`config.mk`:
```
export PLATFORM = sky130hd
export DESIGN_NAME = rpq_top
export DESIGN_NICKNAME = d
export VERILOG_FILES = /design/src/rtl/rpq_pkg.sv /design/src/rtl/rpq_sync.sv /design/src/rtl/rpq_top.sv
export SDC_FILE = /design/constraint.sdc
export NUM_CORES = 1
export LEC_CHECK = 0
export BUFFER_PORTS_ARGS = -buffer_cell sky130_fd_sc_hd__buf_2
export CAP_MARGIN = 15
export CORE_MARGIN = 2
export CORE_UTILIZATION = 45
export CTS_BUF_LIST = sky130_fd_sc_hd__clkbuf_8 sky130_fd_sc_hd__clkbuf_16
export DETAILED_ROUTE_END_ITERATION = 10
export GPL_TIMING_DRIVEN = 0
export PLACE_DENSITY_LB_ADDON = 0.12
export SETUP_SLACK_MARGIN = 0.02
export SLEW_MARGIN = 20
export SYNTH_ARGS = -nofsm -noshare
export SYNTH_HDL_FRONTEND = slang
export SYNTH_SLANG_ARGS = --single-unit
export TNS_END_PERCENT = 1
```
`constraint.sdc`:
```
create_clock -name sys_clk_i -period 1.85 [get_ports sys_clk_i]
set_input_delay 0.4625 -clock sys_clk_i [delete_from_list [all_inputs] [get_ports sys_clk_i]]
set_output_delay 0.4625 -clock sys_clk_i [all_outputs]
set_load 0.1 [all_outputs]
```
`src/rtl/rpq_pkg.sv`:
```
/*
  Package for the reset pin qualifier: timing counts, state enum and
  the reset status record layout.
  Assumes a single 25 MHz system clock and synchronous active-high reset.
*/
package rpq_pkg;

  // Timing counts in system clock cycles
  localparam int unsigned CLK_HZ          = 25000000;
  localparam int unsigned QUAL_CYCLES     = 10;   // Low time before reset starts
  localparam int unsigned GLITCH_CYCLES   = 2;    // Spikes longer than this flagged
  localparam int unsigned OUT_DELAY       = 3;    // Start-to-pin-assert delay
  localparam int unsigned HOLD_CYCLES     = 32;   // HOLD state length, output pin low
  localparam int unsigned WKP_LEAD        = 4;    // Sample this long before release
  localparam int unsigned CNT_W           = 8;

  localparam logic [7:0] CNT_ZERO = 8'h00;

  // Reset status record reset values
  localparam logic RSR_WKP_RST  = 1'b0;
  localparam logic RSR_BOOT_RST = 1'b0;

  typedef enum logic [1:0] {
    RPQ_IDLE  = 2'b00,
    RPQ_DELAY = 2'b01,
    RPQ_HOLD  = 2'b11,
    RPQ_DONE  = 2'b10
  } rpq_state_e;

  typedef struct packed {
    logic ext_reset;   // Last reset came from the pin
    logic int_reset;   // Last reset came from an internal source
    logic glitch;      // Glitch seen on the reset pin
    logic weak_pull;   // Weak-pull config sampled
    logic boot_mode;   // Boot config sampled
  } rpq_status_s;

endpackage : rpq_pkg

```
`src/rtl/rpq_sync.sv`:
```
/*
  Two-flop synchroniser for the asynchronous pins.
  Assumes inputs come from pads outside the system clock domain.
*/
`timescale 1ns/1ps
`default_nettype none
module rpq_sync #(
  parameter int unsigned WIDTH = 3,
  parameter logic [WIDTH-1:0] INIT = '1
) (
  input  wire logic             sys_clk_i,
  input  wire logic             rst_i,
  input  wire logic [WIDTH-1:0] async_i,
  output logic      [WIDTH-1:0] sync_o
);
  logic [WIDTH-1:0] meta;

  // First stage only feeds the second
  always_ff @(posedge sys_clk_i) begin
    if (rst_i) begin
      meta   <= INIT;
      sync_o <= INIT;
    end else begin
      meta   <= async_i;
      sync_o <= meta;
    end
  end
endmodule : rpq_sync
`default_nettype wire

```
`src/rtl/rpq_top.sv`:
```
/*
  Reset pin qualifier: filters the active-low reset pin, flags glitches,
  sequences the internal reset and drives the active-low reset output pin.
  Assumes one system clock; pins are asynchronous and get synchronised.
*/
`timescale 1ns/1ps
`default_nettype none
module rpq_top #(
  parameter int unsigned QUAL_CYCLES = rpq_pkg::QUAL_CYCLES,
  parameter int unsigned OUT_DELAY   = rpq_pkg::OUT_DELAY,
  parameter int unsigned HOLD_CYCLES = rpq_pkg::HOLD_CYCLES
) (
  input  wire logic         sys_clk_i,
  input  wire logic         rst_i,
  input  wire logic         reset_pin_n_i,
  input  wire logic         int_reset_req_i,
  input  wire logic         weak_pull_config_pin_i,
  input  wire logic         boot_config_pin_i,
  output logic              reset_output_pin_n_o,
  output logic              int_reset_o,
  output rpq_pkg::rpq_status_s reset_status_record_o
);

  logic [2:0] pins_sync;
  logic       pin_n;
  logic       wkp_s;
  logic       boot_s;

  // Pins are asynchronous to sys_clk_i
  rpq_sync #(
    .WIDTH (3),
    .INIT  (3'h1)
  ) u_sync (
    .sys_clk_i (sys_clk_i),
    .rst_i     (rst_i),
    .async_i   ({boot_config_pin_i, weak_pull_config_pin_i, reset_pin_n_i}),
    .sync_o    (pins_sync)
  );
  assign pin_n  = pins_sync[0];  // low means request
  assign wkp_s  = pins_sync[1];
  assign boot_s = pins_sync[2];

  // Low-time filter and glitch detector
  logic [7:0] low_cnt, next_low_cnt;
  logic       pin_qual;
  logic       glitch_ev;

  // Glitch floor: a low run must last longer than this many
  // synced cycles before its release counts as a spike.
  // Kept in one place so the threshold can later become a
  // module parameter without touching the detector itself.
  function automatic logic [7:0] glitch_floor();
    return 8'(rpq_pkg::GLITCH_CYCLES);
  endfunction : glitch_floor

  // Low run still short of qualification. Shared by the
  // filter counter, which stops at the limit, and by the
  // glitch detector, which ignores runs that qualified.
  function automatic logic short_run(input logic [7:0] cnt);
    return (cnt < 8'(QUAL_CYCLES));
  endfunction : short_run

  // Hold decode, shared by the sequencer and the status record
  function automatic logic holding(input rpq_pkg::rpq_state_e s);
    return (s == rpq_pkg::RPQ_HOLD);
  endfunction : holding

  // Filter counter: counts synced low cycles and saturates at
  // the qualification count. Saturation means a pin held low
  // for a long time qualifies exactly once; a second request
  // needs the pin to go high and low again.
  // Limitation: the two-flop synchroniser adds two cycles of
  // lag, so the pin-to-qualification time is twelve cycles.
  always_comb begin
    next_low_cnt = rpq_pkg::CNT_ZERO;
    if (!pin_n && short_run(low_cnt)) begin
      next_low_cnt = low_cnt + 8'h01;
    end else if (!pin_n) begin
      next_low_cnt = low_cnt;
    end
  end

  always_ff @(posedge sys_clk_i) begin
    if (rst_i) begin
      low_cnt <= rpq_pkg::CNT_ZERO;
    end else begin
      low_cnt <= next_low_cnt;
    end
  end

  // Qualified once ten consecutive low cycles are seen
  assign pin_qual = !pin_n && (low_cnt == 8'(QUAL_CYCLES - 1));
  // Release after more than two but under ten low cycles
  assign glitch_ev = pin_n && (low_cnt > glitch_floor()) && short_run(low_cnt);

  // Reset sequencer
  rpq_pkg::rpq_state_e state, next_state;
  logic [7:0] seq_cnt, next_seq_cnt;
  logic       start;
  logic       out_n, next_out_n;

  // Sequence per request: DELAY for the output delay count,
  // then HOLD with the output pin low for the hold count,
  // then one DONE cycle before the pin is released.
  // A request in DELAY restarts the delay; a request in HOLD
  // restarts the hold count but keeps the pin low, so the pin
  // never shows a short high pulse between two resets.
  // Trade-off: a request stream faster than the hold count
  // keeps the device in reset indefinitely, which is intended.
  assign start = pin_qual || int_reset_req_i;

  always_comb begin
    next_state   = state;
    next_seq_cnt = seq_cnt;
    next_out_n   = out_n;
    if (start) begin
      // New request restarts the sequence at DELAY, except in HOLD
      next_state   = rpq_pkg::RPQ_DELAY;
      next_seq_cnt = rpq_pkg::CNT_ZERO;
      if (holding(state)) begin
        next_state = rpq_pkg::RPQ_HOLD;  // Output already low, keep it
      end
    end else begin
      unique case (state)
        rpq_pkg::RPQ_IDLE: begin
          next_out_n = 1'b1;
        end
        rpq_pkg::RPQ_DELAY: begin
          next_seq_cnt = seq_cnt + 8'h01;
          if (seq_cnt == 8'(OUT_DELAY - 1)) begin
            next_state   = rpq_pkg::RPQ_HOLD;
            next_seq_cnt = rpq_pkg::CNT_ZERO;
            next_out_n   = 1'b0;
          end
        end
        rpq_pkg::RPQ_HOLD: begin
          next_seq_cnt = seq_cnt + 8'h01;
          if (seq_cnt == 8'(HOLD_CYCLES - 1)) begin
            next_state   = rpq_pkg::RPQ_DONE;
            next_seq_cnt = rpq_pkg::CNT_ZERO;
          end
        end
        rpq_pkg::RPQ_DONE: begin
          next_state = rpq_pkg::RPQ_IDLE;
          next_out_n = 1'b1;
        end
      endcase
    end
  end

  // Device reset itself starts a sequence: output low from reset
  always_ff @(posedge sys_clk_i) begin
    if (rst_i) begin
      state   <= rpq_pkg::RPQ_HOLD;
      seq_cnt <= rpq_pkg::CNT_ZERO;
      out_n   <= 1'b0;
    end else begin
      state   <= next_state;
      seq_cnt <= next_seq_cnt;
      out_n   <= next_out_n;
    end
  end

  assign reset_output_pin_n_o = out_n;
  // Internal reset covers DELAY as well, so logic behind it
  // is already held before the output pin falls
  assign int_reset_o          = (state != rpq_pkg::RPQ_IDLE);

  // Status record: source, glitch, sampled configuration pins
  rpq_pkg::rpq_status_s status, next_status;
  logic src_pin, next_src_pin;

  always_comb begin
    next_status  = status;
    next_src_pin = src_pin;
    if (pin_qual) begin
      next_src_pin = 1'b1;
    end else if (int_reset_req_i) begin
      next_src_pin = 1'b0;
    end
    if (glitch_ev) begin
      next_status.glitch = 1'b1;
    end
    if (holding(state) && !start) begin
      // Boot pin tracked in every HOLD cycle without a new request, not in DONE
      next_status.boot_mode = boot_s;
      // Release edge is four edges after this hold count:
      // two more hold counts, the last one, then DONE
      if (seq_cnt == 8'(HOLD_CYCLES - rpq_pkg::WKP_LEAD)) begin
        next_status.weak_pull = wkp_s;
      end
    end
    if (state == rpq_pkg::RPQ_DONE) begin
      next_status.ext_reset = src_pin;
      next_status.int_reset = !src_pin;
    end
  end

  always_ff @(posedge sys_clk_i) begin
    if (rst_i) begin
      status  <= '{ext_reset: 1'b0, int_reset: 1'b0, glitch: 1'b0,
                   weak_pull: rpq_pkg::RSR_WKP_RST,
                   boot_mode: rpq_pkg::RSR_BOOT_RST};
      src_pin <= 1'b0;
    end else begin
      status  <= next_status;
      src_pin <= next_src_pin;
    end
  end

  assign reset_status_record_o = status;

endmodule : rpq_top
`default_nettype wire

```
; ---- Word-level counts from Yosys, hierarchy flattened
; Cells that the tools add are included.
; Widths: inputs -> output; s select.
[totals]
word_cells = 62
mem_bits_rw = 0
latch_bits = 0
reg_bits = 31
romBits = 0
out_inout_bits = 7
memories = 0
input_bits = 6
[classes]
bitwise = 1
muxes = 14
div_mod_pow = 0
n_lt_le_gt_ge = 2
shifts = 0
mul = 0
reduce_logical = 21
add_sub_neg = 2
n_eq_ne = 10
[op_table]
columns = op, n
row1 = $mux 8, 4
row2 = $add 8x1->8 const B, 2
row3 = $eq 8x5->1 const B, 2
row4 = $pmux 8 s2, 1
row5 = $reduce_bool 2->1, 5
row6 = $eq 8x2->1 const B, 1
row7 = $eq 8x4->1 const B, 1
row8 = $gt 8x2->1 const B, 1
row9 = $lt 8x4->1 const B, 1
row10 = $mux 2, 4
row11 = $pmux 2 s3, 1
row12 = $reduce_and 3->1, 2
row13 = $logic_and 1x1->1, 5
row14 = $eq 2x2->1 const B, 2
row15 = $reduce_bool 4->1, 1
row16 = $reduce_or 2->1, 2
row17 = $logic_not 1->1, 3
row18 = $mux 1, 3
row19 = $ne 3x2->1 const B, 1
row20 = $ne 3x3->1 const B, 1
row21 = $eq 2x1->1 const B, 1
row22 = $logic_not 2->1, 1
row23 = $ne 2x2->1 const B, 1
row24 = $pmux 1 s2, 1
row25 = other kinds (3), 3

; ---- Depth between registers and ports, before layout
; Gate-level depths: netlist of the first run.
[logic_depth]
depth_word = 6
ltp_mapped = 7
depth_no_buf = 7

; ---- Hierarchy
; From an unflattened synthesis of the first run, not the netlist that was laid out.
[unflattened]
hier_cells = 154
area_unflattened_um2 = 1515.2
[modules_own_cells]
columns = module, area_each_um2, cells_per_inst, n_inst, seq_area_each_um2
row1 = rpq_top, 1357.6, 142, 1, 500.5
row2 = rpq_sync, 157.7, 12, 1, 120.1

; ---- Worst setup path before layout of the first run
; Ideal clock, no wire load.
[synth_timing]
path_type = reg-to-reg
from = reg state[0]
to = reg state[1]
arrival_ps = 1793
setup_slack_ps = -74
period_less_slack_ps = 1924
stages_incl_launch_ff = 8
setup_time_ps = 131
path_cell_list = dfxtp_1 > ha_1 > buf_6 > or4b_4 > nor3_1 > a221oi_1 > o21ai_0 > o311ai_1
[synth_via]
elab_chain_len = 3
[synth_lines]
columns = item, line_no
row1 = "start, declared", rpq_top.sv:97  ; rpq_pkg::rpq_state_e state, next_state;
row2 = "start signal, assigned", rpq_top.sv:154  ; state <= rpq_pkg::RPQ_HOLD;
row3 = "start signal, assigned", rpq_top.sv:158  ; state <= next_state;
row4 = $eq 2x1->1 (tied with other cells), rpq_top.sv:124  ; unique case (state)
row5 = $ne 3x3->1 (no source line) (tied with other cells), --
row6 = $reduce_and 3->1 (no source line) / $mux 2 (equally long branches), --
; Several ways; a longest one is shown, not always the timed one.
; A chain may end at the register's enable or synchronous reset.

; ---- Final worst setup path of the first run
[layout_timing]
from = reg state[1]
to = reg state[0]
[layout_via]
elab_chain_len = 3
[layout_lines]
columns = item, line_no
row1 = $eq 2x1->1 / $eq 2x2->1 (equally long branches), rpq_top.sv:124
row2 = $ne 3x3->1 (no source line) (tied with other cells), --
row3 = $reduce_and 3->1 (no source line) / $mux 2 (equally long branches), --
; Several ways; a longest one is shown, not always the timed one.

==> run_results.csv, run 1 <==
group,metric,value,unit
logic_synthesis,synth_area,1440,um2
sta,finalSetupViolCount,1,
worst_setup_path,r2r_setup_slack,-0.01,ns
route,dr.pass1.iters,4,
die,fp-row-count,20,
finish,fin_nets,190,
logic_synthesis,ys_seq_area_frac,0.430,
die,initial_utilization,0.473,
route,wl_per_cell,12.1,um
worst_setup_path,critPathBufInv,0,
worst_setup_path,cpPeakStageDelay,0.54,ns
finish,n_antenna_cell,0,
die,io_pins,13,
worst_setup_path,cp-endpoint,"state[0]",
sta,finalClockSkew,0.00603,ns
sta,setup_slack,-0.0129,ns
clock_network,clkSlewWorstSetupHoldPaths,0.07,ns
clock_network,cts_buffers,5,
worst_setup_path,crit_path_max_fanout,9,
sta,finalSetupTns,-0.0129,ns
sta,worst-slew-pin-transition,0.488,ns
route,drt_iter0_markers,41,
logic_synthesis,yosys_most_used_dff,"dfxtp_1",
sta,drv_slew,0,
logic_synthesis,ys_types,44,
logic_synthesis,syn_nets,170,
route,vias,1134,
clock_network,htreeDepth,2,
route,wirelength,2.66,mm
global_route,track_usage,0.181,
logic_synthesis,async_reset_ff_frac,0,
placement,port-buffer-count,11,
sta,timing.final.crit_share,1.01,
logic_synthesis,post_synth_inst_count,154,
die,dieArea,3680,um2
die,dieWidth,60.6,um
hold_path,hold_path_class,"in -> reg",
worst_setup_path,worstRegToRegCells,6,
die,fp.dieH,60.6,um
clock_network,worst_skew_pair.late_latency,0.28,ns
clock_network,clock-sinks,31,
global_route,first_global_vias,1042,
sta,rsz0062_at_grt,"true",
power,power.internal,1030,uW
worst_setup_path,required,2.00,ns
worst_setup_path,cp_slowest_cell,"or4b_4",
power,pwr-share-comb,0.038,
placement,gp_congestion,0.835,
global_route,gr-total-overflow,0,
sta,finalCriticalPeriod,1.86,ns
worst_setup_path,arrival,2.01,ns
hold_path,hp-start,"reset_pin_n_i",
power,swShare,0.217,
worst_setup_path,r2r-start,"state[1]",
power,clkPwrFrac,0.445,
route,ant_nets,0,
worst_setup_path,worstSetupStartpoint,"state[1]",
worst_setup_path,cp_num_cells,6,
finish,area_growth,21.8,%
run_status,violations,"negative setup slack",
clock_network,clk_path_buf_depth,2,
placement,dp_hpwl,1.93,mm
sta,max_slew_margin,0.677,
logic_synthesis,yosys_register_bits,31,
finish,final_util,0.576,
power,irDropWorstVdd,0.560,mV
logic_synthesis,syn_area_per_cell,9.38,um2
worst_setup_path,start_kind,"flop",
logic_synthesis,synth_edf_count,0,
sta,max_freq,537,MHz
global_route,grt_pass1_wl,4.84,mm
route,drc_errors,0,
logic_synthesis,yosys_warnings,0,
clock_network,cts_tree,"done",
global_route,antenna_found_initial,0,
route,via_per_inst,5.18,
worst_setup_path,cp-end-kind,"flop",
power,leakage,0.000691,uW
worst_setup_path,path_common_cell,"o311ai_1",
worst_setup_path,path_cells,"ha_4 -> or4b_4 -> o32ai_4 -> nand2_1 -> o311ai_1 -> o311ai_1",
run_status,status,"finished with violations",
worst_setup_path,cp_top_family,"simple AND/OR/NAND/NOR gates",
power,p_seq_frac,0.517,
die,core-area,3050,um2
worst_setup_path,worstReg2RegEnd,"state[0]",
global_route,grt_max_degree,11,
clock_network,root_buffer,"clkbuf_8",
power,p_per_area,749,nW/um2
worst_setup_path,criticalPathCategory,"reg -> reg",
sta,final_hold_viol_count,0,
flow_run,maxCapViolCount,0,
power,switching_power,285,uW
finish,drive_gt1_frac,0.246,
clock_network,holdBufCountCts,0,
-- state kept, by name, summed over array words and instances (netlist names) --
register / cells
low_cnt: 8
seq_cnt: 8
reset_status_record_o: 5
u_sync.meta: 3
u_sync.sync_o: 3
state: 2
reset_output_pin_n_o: 1
src_pin: 1
-- layout make-up --
| type | instances | area (um2) |
|---|---|---|
| clock buffers | 7 | 96.3 |
| fillers | 278 | 1290 |
| plain buffers | 3 | 15.0 |
| repair buffers | 14 | 92.6 |
| flip-flops and latches | 31 | 628 |
| multi-input cells | 104 | 808 |
| clock inverters | 1 | 7.51 |
| well taps | 44 | 55.1 |
| inverters | 15 | 56.3 |
-- worst min-delay path by stage --
stage | slack [ns] | end | depth (start not counted)
after floorplan | 0.39 | u_sync.sync_o[0] | 1
after global placement | 0.39 | u_sync.sync_o[0] | 1
after detailed placement | 0.39 | u_sync.sync_o[0] | 1
after CTS | 0.34 | u_sync.meta[0] | 2
after global routing | 0.35 | u_sync.meta[0] | 2
final | 0.36 | u_sync.meta[0] | 2
-- cell usage in the layout (no fill, tap or decap), drive strengths merged, types with 2 or more instances in the layout --
cell and count:
or3 3, nand3 3, inv 15, dfxtp 31, buf 15, or2 2, nand4 2, mux2i 3
ha 10, nor2 14, nor2b 4, nor3 4, a21oi 10, xnor2 5, nand2 6, and2 4
nor4 3, o21ai 8, a41oi 2, o311ai 3, or4b 2, clkbuf 9
-- worst reg2reg max path, cell delays in order (launching register included) --
cell      delay [ns]
dfxtp_2         0.35
ha_4            0.21
or4b_4          0.54
o32ai_4         0.30
nand2_1         0.12
o311ai_1        0.08
o311ai_1        0.14
-- kinds of logic after synthesis --
logic type | after synthesis | synth area share
XOR/XNOR | 6 | 0.0364
adder cells (fa/ha/maj) | 10 | 0.0867
AO/OA/AOI/OAI | 34 | 0.173
flip-flops | 31 | 0.430
AND/OR/NAND/NOR | 51 | 0.196
buffers and inverters | 19 | 0.0572
multiplexers | 3 | 0.0208
-- cell usage after synthesis (3+ instances only) --
library cell	instances	area share
a21oi_1	10	0.035
and2_1	4	0.017
dfxtp_1	31	0.43
ha_1	10	0.087
inv_1	15	0.039
mux2i_1	3	0.021
nand2_1	6	0.016
nand3_1	3	0.010
nor2_1	14	0.036
nor2b_1	4	0.017
nor3_1	4	0.014
o21ai_0	7	0.024
xnor2_1	5	0.030
-- per-stage QoR --
step                      power, uW  instances  instance area, um2  setup WS, ns  hold slack [ns]
after floorplan                 731        154                1460       0.00134            0.389
after global placement          744        209                1570        -0.131            0.392
after detailed placement        745        209                1570        -0.142            0.394
after CTS                      1340        218                1710       -0.0629            0.342
after global routing           1380        219                1760       -0.0883            0.348
final                          1320        219                1760       -0.0129            0.355
-- power groups by stage --
stage / clock (uW) / sequential (uW) / combinational [uW]
final: 586 / 682 / 49.9
after global routing: 643 / 682 / 56.0
after CTS: 610 / 681 / 49.6
after detailed placement: 0 / 697 / 48.0
after global placement: 0 / 697 / 47.0
after floorplan: 0 / 700 / 30.8
-- what timing repair did --
action	CTS	global route
gates resized for setup	7	11
setup endpoints to repair	13	14
pin swaps	3	2
setup buffers	2	1
-- metal layers --
layer / wire (um) / track usage / vias up
met2: 1200 / 0.261 / 21
met3: 94 / 0.0661 / 6
met1: 1300 / 0.237 / 526
li1: - / - / 581
met5: 0 / 0 / -
met4: 61 / 0.0932 / 0
Power figures use the tool's default switching activity.
==> inputs of run 2 (changes only) <==
Settings changed: CTS_CLUSTER_DIAMETER set to 200, PLACE_DENSITY set to 0.69, PLACE_DENSITY_LB_ADDON 0.12 to unset, SLEW_MARGIN 20 to unset.
==> run_results.csv, run 2 (same netlist as run 1, synthesis figures left out) <==
group,metric,value,unit
route,drc_errors,0,
die,io_pins,13,
finish,fin_nets,193,
sta,finalClockSkew,0.00278,ns
placement,port-buffer-count,11,
worst_setup_path,crit_path_max_fanout,9,
route,via_per_inst,5.18,
route,wl_per_cell,13.1,um
sta,finalCriticalPeriod,1.85,ns
global_route,grt_pass1_wl,4.89,mm
power,switching_power,286,uW
power,p_seq_frac,0.518,
power,p_per_area,739,nW/um2
die,dieArea,3680,um2
worst_setup_path,cp_slowest_cell,"or4b_4",
global_route,grt_max_degree,11,
worst_setup_path,path_cells,"ha_4 -> or4b_4 -> o32ai_4 -> buf_4 -> buf_4 -> a311oi_1",
placement,dpl_cell_area,1570,um2
worst_setup_path,start_kind,"flop",
die,dieWidth,60.6,um
run_status,status,"finished, final reports clean",
power,power.internal,1030,uW
worst_setup_path,worstReg2RegEnd,"reset_output_pin_n_o",
worst_setup_path,arrival,1.99,ns
worst_setup_path,worstRegToRegCells,6,
sta,max_slew_margin,0.678,
power,pwr-share-comb,0.038,
route,vias,1151,
die,core-area,3050,um2
global_route,track_usage,0.180,
power,clkPwrFrac,0.444,
worst_setup_path,criticalPathCategory,"reg -> reg",
finish,final_util,0.585,
route,drt_iter0_markers,71,
worst_setup_path,cpPeakStageDelay,0.54,ns
finish,final_area,1790,um2
worst_setup_path,r2r_setup_slack,0.004,ns
sta,timing.final.crit_share,0.998,
die,fp.dieH,60.6,um
clock_network,clkSlewWorstSetupHoldPaths,0.07,ns
global_route,antenna_found_initial,0,
finish,final_common_cell,"dfxtp_1",
sta,finalSetupViolCount,0,
sta,worst-slew-pin-transition,0.487,ns
placement,gp_congestion,0.798,
power,irDropWorstVdd,0.440,mV
finish,drive_gt1_frac,0.258,
clock_network,clk_path_buf_depth,2,
finish,n_antenna_cell,0,
die,fp-row-count,20,
route,dr.pass1.iters,4,
worst_setup_path,worstSetupStartpoint,"state[1]",
global_route,gr-total-overflow,0,
placement,dp_hpwl,1.93,mm
die,initial_utilization,0.473,
route,ant_nets,0,
finish,layout_common_cells,"dfxtp_1 (27), inv_1 (14), nor2_1 (14), a21oi_1 (10), buf_2 (10)",
route,wirelength,2.91,mm
clock_network,holdBufCountCts,0,
worst_setup_path,path_common_cell,"buf_4",
clock_network,clock-sinks,31,
worst_setup_path,r2r-start,"state[1]",
sta,final_hold_viol_count,0,
hold_path,hold_path_class,"in -> reg",
placement,dp.cells,209,
clock_network,cts_buffers,5,
sta,max_freq,542,MHz
global_route,first_global_vias,1147,
clock_network,root_buffer,"clkbuf_8",
worst_setup_path,required,2.00,ns
power,leakage,0.000704,uW
sta,drv_slew,0,
flow_run,maxCapViolCount,0,
sta,rsz0062_at_grt,"true",
clock_network,worst_skew_pair.late_latency,0.28,ns
worst_setup_path,cp-end-kind,"flop",
worst_setup_path,cp-endpoint,"reset_output_pin_n_o",
finish,fin_cells,222,
clock_network,cts_tree,"done",
power,swShare,0.217,
finish,area_growth,23.7,%
clock_network,htreeDepth,2,
-- run 2: changes by cell type in the layout (fill, tap and decap cells not counted), sizes merged --
cell,delta
buf,+3
-- run 2: worst max-delay path: cells and delay by family, from the launching register on --
family / cells / cell delay, ns
DFF: 1 / 0.34
and+or+nand+nor: 1 / 0.54
buffers and inverters: 2 / 0.26
adders and majority gates: 1 / 0.20
AOI/OAI and AO/OA: 2 / 0.36
-- run 2: power groups by stage --
stage	Clock, uW	Combinational [uW]	Sequential [uW]
6_report	586	49.8	684
5_1_grt	636	55.3	684
4_1_cts	601	49.6	683
3_5_place_dp	0	48.5	697
3_3_place_gp	0	46.7	697
2_1_floorplan	0	30.8	700
-- run 2: worst min-delay path by stage --
stage	start	endpoint	slack, ns	cells past startpoint
2_1_floorplan	u_sync.meta[0]	u_sync.sync_o[0]	0.39	1
3_3_place_gp	u_sync.meta[0]	u_sync.sync_o[0]	0.39	1
3_5_place_dp	u_sync.meta[0]	u_sync.sync_o[0]	0.40	1
4_1_cts	reset_pin_n_i	u_sync.meta[0]	0.36	2
5_1_grt	reset_pin_n_i	u_sync.meta[0]	0.36	2
6_report	reset_pin_n_i	u_sync.meta[0]	0.36	2
-- run 2: through the flow --
step           hold WS [ns]  TNS (ns)  total power (uW)  setup slack [ns]
2_1_floorplan         0.389         0               731           0.00134
3_3_place_gp          0.395    -0.791               743            -0.119
3_5_place_dp          0.395     -1.00               746            -0.149
4_1_cts               0.360   -0.0234              1330           -0.0234
5_1_grt               0.358    -0.420              1380           -0.0791
6_report              0.365         0              1320           0.00367
-- run 2: cell type report --
type	count	area, um2
Timing Repair Buffer	17	115
Clock inverter	1	7.51
Multi-Input combinational cell	104	812
Inverter	15	58.8
Buffer	3	15.0
Clock buffer	7	96.3
Tap cell	44	55.1
Sequential cell	31	626
Fill cell	281	1270
-- run 2: what timing repair did --
action | CTS | global route
resized for setup | 12 | 7
setup buffers | 5 | 1
pin swaps | 3 | 2
setup endpoints to repair | 13 | 13
-- run 2: per-layer routing --
metal	routed length, um	GRT usage	share of wire	vias up
li1	-	-	-	590
met1	1350	0.230	0.46	527
met2	1420	0.283	0.49	32
met3	129	0.0448	0.044	2
met4	9	0.0870	0.0031	0
met5	0	0	0	-
==> inputs of run 3 (changes only) <==
==> constraint.sdc (replaced) <==
create_clock -name sys_clk_i -period 1.85 [get_ports sys_clk_i]
set_input_delay 0.37 -clock sys_clk_i [delete_from_list [all_inputs] [get_ports sys_clk_i]]
set_output_delay 0.37 -clock sys_clk_i [all_outputs]
set_load 0.1 [all_outputs]
==> run_results.csv, run 3 (same netlist as run 1, synthesis figures left out) <==
group,metric,value,unit
run_status,status,"finished, final reports clean",
finish,layout_common_cells,"dfxtp_1 (27), inv_1 (14), nor2_1 (14), a21oi_1 (10), buf_2 (10)",
route,vias,1159,
sta,max_freq,544,MHz
hold_path,hold_path_class,"in -> reg",
sta,max_slew_margin,0.678,
finish,final_common_cell,"dfxtp_1",
worst_setup_path,r2r-start,"state[1]",
power,p_per_area,752,nW/um2
placement,pre_cts_slack,-0.149,ns
global_route,track_usage,0.178,
global_route,antenna_found_initial,0,
clock_network,clock-sinks,31,
sta,final_hold_viol_count,0,
finish,fin_cells,222,
die,fp-row-count,20,
power,irDropWorstVdd,0.441,mV
worst_setup_path,path_cells,"ha_4 -> or4b_4 -> o32a_2 -> o21ai_4 -> nor2_1",
global_route,gr-total-overflow,0,
clock_network,cts_tree,"done",
worst_setup_path,worstReg2RegEnd,"seq_cnt[0]",
clock_network,clkSlewWorstSetupHoldPaths,0.07,ns
worst_setup_path,worstSetupStartpoint,"state[1]",
worst_setup_path,cpPeakStageDelay,0.54,ns
flow_run,maxCapViolCount,0,
finish,drive_gt1_frac,0.258,
clock_network,root_buffer,"clkbuf_8",
finish,n_antenna_cell,0,
placement,port-buffer-count,11,
global_route,first_global_vias,1133,
finish,fin_nets,193,
placement,gp_congestion,0.798,
worst_setup_path,worstRegToRegCells,5,
worst_setup_path,cp_num_cells,5,
worst_setup_path,cp_slowest_cell,"or4b_4",
route,wirelength,2.90,mm
worst_setup_path,r2r_setup_slack,0.01,ns
route,ant_nets,0,
worst_setup_path,crit_path_max_fanout,9,
finish,final_area,1760,um2
worst_setup_path,cp_top_family,"simple AND/OR/NAND/NOR gates",
sta,setup_slack,0.0105,ns
power,p_total,1320,uW
global_route,grt_max_degree,11,
worst_setup_path,required,2.01,ns
route,wl_per_cell,13.1,um
die,dieArea,3680,um2
worst_setup_path,arrival,2.00,ns
global_route,grt_pass1_wl,4.84,mm
clock_network,worst_skew_pair.late_latency,0.28,ns
die,core-area,3050,um2
finish,fillers,276,
route,via_per_inst,5.22,
sta,finalClockSkew,0.00294,ns
route,drc_errors,0,
placement,dpl_cell_area,1570,um2
power,leakage,0.000692,uW
sta,drv_slew,0,
die,io_pins,13,
placement,dp.cells,209,
die,initial_utilization,0.473,
worst_setup_path,cp-end-kind,"flop",
placement,dp_hpwl,1.93,mm
sta,rsz0062_at_grt,"true",
sta,finalSetupTns,0,ns
clock_network,cts_buffers,5,
sta,timing.final.crit_share,0.994,
worst_setup_path,start_kind,"flop",
worst_setup_path,criticalPathCategory,"reg -> reg",
clock_network,clk_path_buf_depth,2,
finish,area_growth,21.7,%
worst_setup_path,cp-endpoint,"seq_cnt[0]",
route,drt_iter0_markers,56,
worst_setup_path,critPathBufInv,0,
sta,finalCriticalPeriod,1.84,ns
die,dieWidth,60.6,um
clock_network,htreeDepth,2,
sta,finalSetupViolCount,0,
route,dr.pass1.iters,4,
clock_network,holdBufCountCts,0,
die,fp.dieH,60.6,um
sta,worst-slew-pin-transition,0.487,ns
## run 3: cell types whose count changed in the layout (fill, tap and decap cells not counted)
cell / previous run / this run
or3_2: 1 / 2
buf_12: 1 / 0
or3_4: 1 / 0
inv_4: 1 / 0
buf_4: 7 / 8
inv_2: 0 / 1
ha_4: 2 / 1
ha_2: 0 / 1
## run 3: per-stage QoR
stage                util  hold WS (ns)
floorplan               -         0.389
global placement    0.514         0.395
detailed placement  0.514         0.395
CTS                 0.568         0.267
global route        0.575         0.266
finish              0.575         0.273
## run 3: routing by layer
metal / wire length, um / vias up / GRT usage
met5: 0 / - / 0
met4: 44 / 0 / 0.0901
met3: 121 / 6 / 0.0448
met2: 1400 / 26 / 0.275
met1: 1340 / 541 / 0.230
li1: - / 586 / -
## run 3: worst min-delay path by stage
| stage | slack, ns | startpoint | depth (start not counted) | endpoint |
|---|---|---|---|---|
| 5_1_grt | 0.27 | reset_pin_n_i | 2 | u_sync.meta[0] |
| 3_5_place_dp | 0.40 | u_sync.meta[0] | 1 | u_sync.sync_o[0] |
| 3_3_place_gp | 0.39 | u_sync.meta[0] | 1 | u_sync.sync_o[0] |
| 2_1_floorplan | 0.39 | u_sync.meta[0] | 1 | u_sync.sync_o[0] |
| 4_1_cts | 0.27 | reset_pin_n_i | 2 | u_sync.meta[0] |
| 6_report | 0.27 | reset_pin_n_i | 2 | u_sync.meta[0] |
## run 3: cell type report
class	count	area (um2)	share of cell area
multi-input cells	104	798	0.454
flip-flops and latches	31	626	0.356
repair buffers	17	103	0.0584
clock buffers	7	96.3	0.0548
inverters	15	56.3	0.0321
well taps	44	55.1	0.0313
plain buffers	3	15.0	0.00855
clock inverters	1	7.51	0.00427
## run 3: power breakdown
group	switching, uW	total, uW	internal, uW
registers	5.88	683	677
logic	31.8	53.0	21.2
clock network	248	586	338
total	285	1320	1040
## run 3: what timing repair did
item	4_1_cts	5_1_grt
setup endpoints to repair	12	12
buffers inserted	4	2
endpoints found under the hold margin	0	0
gates resized for setup	9	4
pin swaps	3	2
